**src/hdl/sacs_pkg.sv**
```systemverilog
// Package for the converter control sequencer: register map, fields, timing.
// Assumes a 32-bit classic Wishbone bus and a 25 MHz system clock.
package sacs_pkg;

    // Register byte addresses.
    localparam logic [7:0] CTRL_OFS     = 8'h00;
    localparam logic [7:0] SETTLE_OFS   = 8'h04;
    localparam logic [7:0] HOLD_OFS     = 8'h08;
    localparam logic [7:0] RES_HI_OFS   = 8'h0C;
    localparam logic [7:0] RES_LO_OFS   = 8'h10;
    localparam logic [7:0] IRQ_STAT_OFS = 8'h14;
    localparam logic [7:0] IRQ_MASK_OFS = 8'h18;

    // Control register fields.
    localparam int CTRL_START_BIT = 7;
    localparam int CTRL_REFEN_BIT = 5;
    localparam int CTRL_ENA_BIT   = 4;
    localparam int CTRL_CHAN_LSB  = 0;
    localparam int CHAN_W         = 3;
    localparam logic [7:0] CTRL_WMASK = 8'hB7;

    // Reset values.
    localparam logic [7:0] CTRL_RST   = 8'h00;
    localparam logic [7:0] SETTLE_RST = 8'h0F;
    localparam logic [7:0] HOLD_RST   = 8'h7F;

    // Interrupt status bits.
    localparam int IRQ_DONE_BIT = 0;
    localparam int IRQ_W        = 1;

    // Result width and timing.
    localparam int RES_W = 10;
    localparam int CLK_MHZ = 25;
    localparam int CONV_MAX_NS = 11900;
    localparam int CONV_MAX_CYC = (CONV_MAX_NS * CLK_MHZ) / 1000;

    typedef enum logic [1:0] {
        SACS_IDLE,
        SACS_SETTLE,
        SACS_HOLD,
        SACS_CONV
    } sacs_state_e;

    typedef struct packed {
        logic [7:0] adr;
        logic       we;
        logic [3:0] sel;
        logic [7:0] dat;
    } sacs_req_s;

endpackage

```
**src/hdl/sacs_sar.sv**
```systemverilog
// Successive approximation engine: one bit decision per clock cycle.
// Assumes the comparator input is synchronous to the clock.
`timescale 1ns/1ps
module sacs_sar #(
    parameter int RES_W = 10
) (
    // Clock and reset.
    input  wire logic             mclk_i,
    input  wire logic             reset_i,
    // Control.
    input  wire logic             start_i,
    input  wire logic             cmp_i,
    // Results.
    output logic [RES_W-1:0]      trial_o,
    output logic                  done_o,
    output logic [RES_W-1:0]      result_o
);

    logic [RES_W-1:0] bit_r;
    logic [RES_W-1:0] acc_r;
    logic             busy_r;

    assign trial_o = acc_r | bit_r;

    // Binary search from the top bit; the comparator says whether the trial is under the input.
    always_ff @(posedge mclk_i)
    begin
        if (reset_i)
        begin
            bit_r    <= '0;
            acc_r    <= '0;
            busy_r   <= 1'b0;
            done_o   <= 1'b0;
            result_o <= '0;
        end
        else
        begin
            done_o <= 1'b0;
            if (start_i && !busy_r)
            begin
                acc_r  <= '0;
                bit_r  <= {1'b1, {(RES_W-1){1'b0}}};
                busy_r <= 1'b1;
            end
            else if (busy_r)
            begin
                if (cmp_i)
                    acc_r <= acc_r | bit_r;
                bit_r <= bit_r >> 1;
                if (bit_r[0])
                begin
                    busy_r   <= 1'b0;
                    done_o   <= 1'b1;
                    result_o <= cmp_i ? (acc_r | bit_r) : acc_r;
                end
            end
        end
    end

endmodule

```
**src/hdl/sacs_top.sv**
```systemverilog
// Converter control sequencer: registers, sampling timing and sequencing.
// Assumes a classic Wishbone master and a comparator input synchronous to mclk_i.
// How it works
// - Each conversion yields a ten-bit result.
// - Eight inputs, each needs alternate function enable.
// - Whole conversion finishes under 11.9 microseconds with reset settle and hold timing.
// - Control bits 2:0 pick the input.
// - Bit 7 starts; hardware clears it when done.
// - Control bit 5 enables the internal reference.
// - Control bit 4 enables; clear means no new conversion starts, but a running one finishes.
// - Settling and hold registers time the sampling.
`timescale 1ns/1ps
module sacs_top #(
    parameter int NCHAN = 8,
    parameter int RES_W = 10
) (
    // Clock and reset.
    input  wire logic                 mclk_i,
    input  wire logic                 reset_i,
    // Wishbone slave.
    input  wire logic                 wb_cyc_i,
    input  wire logic                 wb_stb_i,
    input  wire logic                 wb_we_i,
    input  wire logic [7:0]           wb_adr_i,
    input  wire logic [3:0]           wb_sel_i,
    input  wire logic [31:0]          wb_dat_i,
    output logic [31:0]               wb_dat_o,
    output logic                      wb_ack_o,
    // Analog front end.
    input  wire logic                 cmp_i,
    input  wire logic [NCHAN-1:0]     pin_alt_i,
    output logic [$clog2(NCHAN)-1:0]  mux_sel_o,
    output logic                      sample_o,
    output logic                      ref_en_o,
    output logic                      conv_en_o,
    output logic [RES_W-1:0]          dac_o,
    // Interrupt.
    output logic                      irq_o
);

    localparam int CW = sacs_pkg::CHAN_W;

    logic [7:0]              ctrl_r;
    logic [7:0]              settle_r;
    logic [7:0]              hold_r;
    logic [RES_W-1:0]        res_r;
    logic [sacs_pkg::IRQ_W-1:0] stat_r;
    logic [sacs_pkg::IRQ_W-1:0] mask_r;
    logic [7:0]              cnt_r;
    logic                    sar_go_r;
    logic                    sar_done;
    logic [RES_W-1:0]        sar_res;
    sacs_pkg::sacs_state_e   st_r;
    sacs_pkg::sacs_req_s     req;
    logic                    wr_stb;
    logic                    rd_hit;
    logic [7:0]              rd_byte;
    logic                    chan_ok;
    logic                    start_wr;

    assign req.adr = wb_adr_i;
    assign req.we  = wb_we_i;
    assign req.sel = wb_sel_i;
    assign req.dat = wb_dat_i[7:0];

    // Writes land on the first cycle of the request, before the ack goes out.
    assign wr_stb   = wb_cyc_i && wb_stb_i && !wb_ack_o && req.we && req.sel[0];
    assign start_wr = wr_stb && (req.adr == sacs_pkg::CTRL_OFS)
                      && req.dat[sacs_pkg::CTRL_START_BIT];

    // An input only reaches the converter once its pin is switched to the analog function.
    assign chan_ok = pin_alt_i[ctrl_r[sacs_pkg::CTRL_CHAN_LSB +: CW]];

    assign mux_sel_o = ctrl_r[sacs_pkg::CTRL_CHAN_LSB +: CW];
    assign ref_en_o  = ctrl_r[sacs_pkg::CTRL_REFEN_BIT];
    assign conv_en_o = ctrl_r[sacs_pkg::CTRL_ENA_BIT];
    assign sample_o  = (st_r == sacs_pkg::SACS_SETTLE) || (st_r == sacs_pkg::SACS_HOLD);
    assign irq_o     = |(stat_r & mask_r);

    // Control register: software writes, hardware owns the start bit while busy.
    always_ff @(posedge mclk_i)
    begin
        if (reset_i)
            ctrl_r <= sacs_pkg::CTRL_RST;
        else if (wr_stb && req.adr == sacs_pkg::CTRL_OFS)
        begin
            ctrl_r <= req.dat & sacs_pkg::CTRL_WMASK;
            // A start is refused while disabled, so the bit never sticks.
            // A completion in the same cycle still clears the old start, or it would rerun.
            ctrl_r[sacs_pkg::CTRL_START_BIT] <= (ctrl_r[sacs_pkg::CTRL_START_BIT] && !sar_done)
                || (req.dat[sacs_pkg::CTRL_START_BIT] && req.dat[sacs_pkg::CTRL_ENA_BIT]);
        end
        else if (sar_done || (st_r == sacs_pkg::SACS_IDLE && !ctrl_r[sacs_pkg::CTRL_ENA_BIT]))
            ctrl_r[sacs_pkg::CTRL_START_BIT] <= 1'b0;
    end

    // Timing and interrupt mask registers.
    always_ff @(posedge mclk_i)
    begin
        if (reset_i)
        begin
            settle_r <= sacs_pkg::SETTLE_RST;
            hold_r   <= sacs_pkg::HOLD_RST;
            mask_r   <= '0;
        end
        else if (wr_stb)
        begin
            if (req.adr == sacs_pkg::SETTLE_OFS)
                settle_r <= req.dat;
            if (req.adr == sacs_pkg::HOLD_OFS)
                hold_r <= req.dat;
            if (req.adr == sacs_pkg::IRQ_MASK_OFS)
                mask_r <= req.dat[sacs_pkg::IRQ_W-1:0];
        end
    end

    // Sequencer: settle, hold, then the bit decisions.
    always_ff @(posedge mclk_i)
    begin
        if (reset_i)
        begin
            st_r     <= sacs_pkg::SACS_IDLE;
            cnt_r    <= 8'h00;
            sar_go_r <= 1'b0;
        end
        else
        begin
            sar_go_r <= 1'b0;
            case (st_r)
                sacs_pkg::SACS_IDLE:
                    if (ctrl_r[sacs_pkg::CTRL_START_BIT] && ctrl_r[sacs_pkg::CTRL_ENA_BIT])
                    begin
                        st_r  <= sacs_pkg::SACS_SETTLE;
                        cnt_r <= settle_r;
                    end
                sacs_pkg::SACS_SETTLE:
                    if (cnt_r == 8'h00)
                    begin
                        st_r  <= sacs_pkg::SACS_HOLD;
                        cnt_r <= hold_r;
                    end
                    else
                        cnt_r <= cnt_r - 8'h01;
                sacs_pkg::SACS_HOLD:
                    if (cnt_r == 8'h00)
                    begin
                        st_r     <= sacs_pkg::SACS_CONV;
                        sar_go_r <= 1'b1;
                    end
                    else
                        cnt_r <= cnt_r - 8'h01;
                sacs_pkg::SACS_CONV:
                    if (sar_done)
                        st_r <= sacs_pkg::SACS_IDLE;
                default:
                    st_r <= sacs_pkg::SACS_IDLE;
            endcase
        end
    end

    // With reset timing the path is 16 + 128 + 11 cycles, 6.2 us, under the limit.
    sacs_sar #(
        .RES_W    (RES_W)
    ) u_sar (
        .mclk_i   (mclk_i),
        .reset_i  (reset_i),
        .start_i  (sar_go_r),
        .cmp_i    (cmp_i && chan_ok),
        .trial_o  (dac_o),
        .done_o   (sar_done),
        .result_o (sar_res)
    );

    // Result stays put until the next conversion finishes.
    always_ff @(posedge mclk_i)
    begin
        if (reset_i)
            res_r <= '0;
        else if (sar_done)
            res_r <= sar_res;
    end

    // Done flag; a new event wins over a write-one clear in the same cycle.
    always_ff @(posedge mclk_i)
    begin
        if (reset_i)
            stat_r <= '0;
        else if (sar_done)
            stat_r[sacs_pkg::IRQ_DONE_BIT] <= 1'b1;
        else if (wr_stb && req.adr == sacs_pkg::IRQ_STAT_OFS)
            stat_r <= stat_r & ~req.dat[sacs_pkg::IRQ_W-1:0];
    end

    // Read data mux.
    always_comb
    begin
        rd_hit  = 1'b1;
        rd_byte = 8'h00;
        case (req.adr)
            sacs_pkg::CTRL_OFS:     rd_byte = ctrl_r;
            sacs_pkg::SETTLE_OFS:   rd_byte = settle_r;
            sacs_pkg::HOLD_OFS:     rd_byte = hold_r;
            sacs_pkg::RES_HI_OFS:   rd_byte = res_r[RES_W-1 -: 8];
            sacs_pkg::RES_LO_OFS:   rd_byte = {6'h00, res_r[1:0]};
            sacs_pkg::IRQ_STAT_OFS: rd_byte = {{(8-sacs_pkg::IRQ_W){1'b0}}, stat_r};
            sacs_pkg::IRQ_MASK_OFS: rd_byte = {{(8-sacs_pkg::IRQ_W){1'b0}}, mask_r};
            default:                rd_hit  = 1'b0;
        endcase
    end

    // One wait state per access; unmapped addresses read zero and writes drop.
    always_ff @(posedge mclk_i)
    begin
        if (reset_i)
        begin
            wb_ack_o <= 1'b0;
            wb_dat_o <= 32'h0000_0000;
        end
        else
        begin
            wb_ack_o <= wb_cyc_i && wb_stb_i && !wb_ack_o;
            wb_dat_o <= rd_hit ? {24'h00_0000, rd_byte} : 32'h0000_0000;
        end
    end

endmodule

```
**config.mk**
```make
export PLATFORM = sky130hd
export DESIGN_NAME = sacs_top
export DESIGN_NICKNAME = d
export VERILOG_FILES = /design/src/hdl/sacs_pkg.sv /design/src/hdl/sacs_sar.sv /design/src/hdl/sacs_top.sv
export SDC_FILE = /design/constraint.sdc
export NUM_CORES = 1
export LEC_CHECK = 0
export ABC_AREA = 0
export BUFFER_PORTS_ARGS = -buffer_cell sky130_fd_sc_hd__buf_4
export CAP_MARGIN = 10
export CORE_AREA = 2 2 90 92
export CTS_CLUSTER_DIAMETER = 150
export DETAILED_ROUTE_END_ITERATION = 10
export DIE_AREA = 0 0 92 94
export GPL_ROUTABILITY_DRIVEN = 0
export PLACE_DENSITY = 0.87
export RECOVER_POWER = 25
export REMOVE_ABC_BUFFERS = 1
export SKIP_LAST_GASP = 1
export SYNTH_ARGS = -nofsm -noshare
export SYNTH_HDL_FRONTEND = slang
export SYNTH_SLANG_ARGS = --single-unit
```
**constraint.sdc**
```tcl
create_clock -name mclk_i -period 3.3 [get_ports mclk_i]
set_input_delay 0.165 -clock mclk_i [delete_from_list [all_inputs] [get_ports mclk_i]]
set_output_delay 0.165 -clock mclk_i [all_outputs]
set_load 0.05 [all_outputs]
```
==> out/summary.log <==
qor: synth.portion_of_the_post_synthesis_area_used_by_sequential_elements 39.7%
qor: synth.synth_adder_area_share 2.31%
qor: power_and_ir_drop.static-leakage-power 1.84 nW
qor: timing.hold_ws 0.0601 ns
qor: detailed_routing.final_routed_wirelength_across_all_metal_layers 10300 microns
qor: synth.synth.avg_cell_area 9.20 sq um
qor: final_layout.layout.cell_area.non_filler 4860 sq um
qor: clocking.number_of_buffers_created_by_cts 9
qor: setup_path.critPathTopFamily buffers and inverters
qor: setup_path.timing.critical_path.slowest_cell_delay 0.82 ns
qor: clocking.cts_resized 0
qor: synth.synth.top_cells.by_area sky130_fd_sc_hd__dfxtp_1 40%, sky130_fd_sc_hd__mux2i_1 11%, sky130_fd_sc_hd__nor2_1 5.5%, sky130_fd_sc_hd__buf_4 4.8%, sky130_fd_sc_hd__mux4_2 3.1%
qor: grt.global_route_wire_length_before_repair 16700 microns
qor: synth.synth.cells.most_frequent 86 x sky130_fd_sc_hd__dfxtp_1, 64 x sky130_fd_sc_hd__nor2_1, 46 x sky130_fd_sc_hd__mux2i_1
qor: synth.combined_area_of_all_synthesized_cells 4340 sq um
qor: timing.rsz0062_at_grt false
qor: synth.synth_largest_type_area_fraction 39.7%
qor: detailed_routing.drtAntennaViolNets 0
qor: synth.compound_gate_fraction_of_synth_area 14.9%
qor: hold_path.min_delay_path_depth 3
qor: floorplan.die_height 94 microns
qor: detailed_routing.post-route-drc-count 0
qor: grt.gr-total-overflow 0
qor: synth.synth_mux_area_share 14.2%
qor: timing.layout_min_cycle_time 2.36 ns
qor: power_and_ir_drop.pwr_density_cell 574 nW/um^2
qor: setup_path.cp_max_fo 15
qor: timing.final.setup_skew 0.0111 ns
qor: setup_path.cp-end-kind flip-flop
qor: place.placement.setup.worst_slack 0.985 ns
qor: grt.antenna_found_initial 0
qor: hold_path.holdCritPathClass input port to flip-flop
qor: outcome.run_status finished clean
qor: grt.groute.usage.overall 24.4%
qor: final_layout.drive_gt1_share 17.6%
qor: synth.synth-main-ff-cell sky130_fd_sc_hd__dfxtp_1
qor: detailed_routing.detailedRoute.firstPassIterationCount 6
qor: floorplan.die_w 92 microns
qor: power_and_ir_drop.vdd_ir_drop_max 405 uV
qor: synth.ys_warn_count 0
qor: power_and_ir_drop.switching_power 1.00 mW
qor: timing.slew_viol_final 0
qor: timing.tcrit_tclk_final 71.5%
qor: synth.synth_top_cell_by_area sky130_fd_sc_hd__dfxtp_1
qor: synth.top_count_cell_post_synth sky130_fd_sc_hd__dfxtp_1
qor: floorplan.core.rowCount 32
qor: detailed_routing.drt_first_iter_violations 244
qor: grt.grt_start_max_net_pins 58
qor: synth.area_share_of_and_or_nand_nor_cells_after_synthesis 19.8%
qor: setup_path.timing.critical_path.from_type flip-flop
qor: synth.synth.ff_latch_count 86
qor: setup_path.path_cells clkbuf_1 -> inv_1 -> nor4_2 -> a22o_1
qor: clocking.cts_htree_levels 3
qor: timing.timing.fmax 424 MHz
qor: clocking.tritoncts built
qor: place.dpl.hpwl 7170 microns
qor: timing.timing.final.hold_violations 0
qor: floorplan.initial_core_util 57.1%
qor: setup_path.criticalPathCategory flip-flop to flip-flop
qor: setup_path.worst-path-stages 4
qor: floorplan.ioPinCount 108
qor: setup_path.timing.reg2reg.worst_path_depth 4
qor: setup_path.worst_ep_required_time 3.61 ns
qor: place.post_dp_cell_area 4690 sq um
qor: clocking.post-cts-setup-buffers 0
qor: clocking.clock_sink_count 86
qor: power_and_ir_drop.p_int 1.79 mW
qor: final_layout.nets 579
qor: timing.timing.final.setup_violations 0
qor: synth.synth-xor-area-share 0.202%
qor: clocking.worst_skew_late_latency 0.37 ns
qor: detailed_routing.dr_total_vias 3661
qor: final_layout.area.growth.synth_to_final 12.0%
qor: power_and_ir_drop.power.share.combinational 30.7%
qor: timing.maxSlewHeadroom 38.3%
qor: clocking.cts_hold_buffers 0
qor: clocking.buffer_depth_of_the_longest_clock_path 2
qor: synth.synth_cells 472
qor: clocking.cts.clk_slew.worst_paths 0.09 ns
qor: run.drv_cap 0
qor: setup_path.crit_slowest_cell sky130_fd_sc_hd__nor4_2
qor: place.buffer_ports.inserted 56
qor: synth.async_flop_share 0%
qor: power_and_ir_drop.p_sw_share 35.9%
qor: timing.slew_worst_pin 0.926 ns
qor: synth.synth_enable_flop_cells 0
qor: timing.setup-tns-final 0 ns
qor: power_and_ir_drop.clock_power_share 29.1%
qor: grt.grt_pass1_vias 3472
qor: floorplan.core_region_area 7610 sq um
qor: timing.worst_slack 0.940 ns
qor: clocking.cts_root_buffer sky130_fd_sc_hd__clkbuf_8
qor: final_layout.diodes 0
qor: power_and_ir_drop.share_seq_of_total_power 40.2%
qor: setup_path.crit_arrival 2.67 ns
qor: synth.combinational_family_with_the_most_area_after_synthesis simple AND/OR/NAND/NOR gates
qor: floorplan.floorplan.die_area 8650 sq um
qor: setup_path.buffers_and_inverters_on_the_worst_path 2
qor: detailed_routing.route.detailed.vias_per_inst 5.91
qor: detailed_routing.wl_per_cell 16.6 microns
qor: synth.ys_types 64
worst register-to-register path: cells and delay by family (launching register included):
kind | cells | cell delay [ns]
AOI/OAI and AO/OA | 1 | 0.27
buffers and inverters | 2 | 0.89
DFF | 1 | 0.31
and+or+nand+nor | 1 | 0.82
layout make-up:
class | instances | area [sq um]
Sequential cell | 86 | 1720
Clock buffer | 9 | 124
Clock inverter | 6 | 93.8
Fill cell | 630 | 2740
Multi-Input combinational cell | 336 | 2320
Timing Repair Buffer | 59 | 394
Tap cell | 102 | 128
Inverter | 21 | 78.8
placed cells by master (no fill, tap or decap), types with 11 or more instances in the layout:
| cell | netlist | routed |
|---|---|---|
| sky130_fd_sc_hd__a21oi_1 | 16 | 16 |
| sky130_fd_sc_hd__nor2_1 | 64 | 64 |
| sky130_fd_sc_hd__a22oi_1 | 14 | 14 |
| sky130_fd_sc_hd__conb_1 | 1 | 24 |
| sky130_fd_sc_hd__clkbuf_1 | 15 | 13 |
| sky130_fd_sc_hd__nor3_1 | 11 | 11 |
| sky130_fd_sc_hd__nand2_1 | 17 | 17 |
| sky130_fd_sc_hd__inv_1 | 20 | 20 |
| sky130_fd_sc_hd__mux2i_1 | 46 | 46 |
| sky130_fd_sc_hd__buf_4 | 28 | 46 |
| sky130_fd_sc_hd__dfxtp_1 | 86 | 86 |
| sky130_fd_sc_hd__or2_2 | 12 | 12 |
routing by layer:
metal,routed length (microns),GRT usage (%),vias up
li1,-,-,1735
met1,4240,29.7,1745
met2,5120,41.7,154
met3,692,6.18,27
met4,234,9.33,0
met5,0,0,-
stage by stage:
stage	total power, mW	util [%]	std cells
after floorplan	1.70	-	443
after global placement	1.92	61.7	604
after detailed placement	1.96	61.7	604
after CTS	2.77	64.6	619
after global routing	2.92	63.9	619
final	2.79	63.9	619
registers in the layout, summed over array words and instances, names as in the netlist:
signal and flops:
res_r 10, u_sar.acc_r 10, u_sar.bit_r 10, u_sar.result_o 10
cnt_r 8, hold_r 8, settle_r 8, wb_dat_o 8
ctrl_r 6, st_r 2, mask_r 1, sar_go_r 1
stat_r 1, u_sar.busy_r 1, u_sar.done_o 1, wb_ack_o 1
cells by family (layout without fill, tap and decap cells):
group,Yosys count,after routing
xor gates and xnor gates,1,1
and+or+nand+nor,162,162
other,1,24
AOI/OAI and AO/OA,87,87
adders and majority gates,8,8
muxes,54,54
buffers and inverters,73,95
DFF,86,86
power by group through the flow:
stage / Combinational (mW) / Sequential (mW) / Clock [mW]
floorplan: 0.568 / 1.14 / 0
global placement: 0.777 / 1.14 / 0
detailed placement: 0.812 / 1.14 / 0
CTS: 0.832 / 1.12 / 0.823
global route: 0.919 / 1.13 / 0.873
finish: 0.857 / 1.12 / 0.813
final timing paths:
check	startpoint	endpoint	slack [ns]
setup / recovery	u_sar.busy_r	u_sar.acc_r[8]	0.94
hold / removal	wb_dat_i[1]	ctrl_r[1]	0.06
setup reg to reg	u_sar.busy_r	u_sar.acc_r[8]	0.94
hold reg to reg	settle_r[5]	settle_r[5]	0.48
No activity file was read; power rests on OpenSTA's default activity.
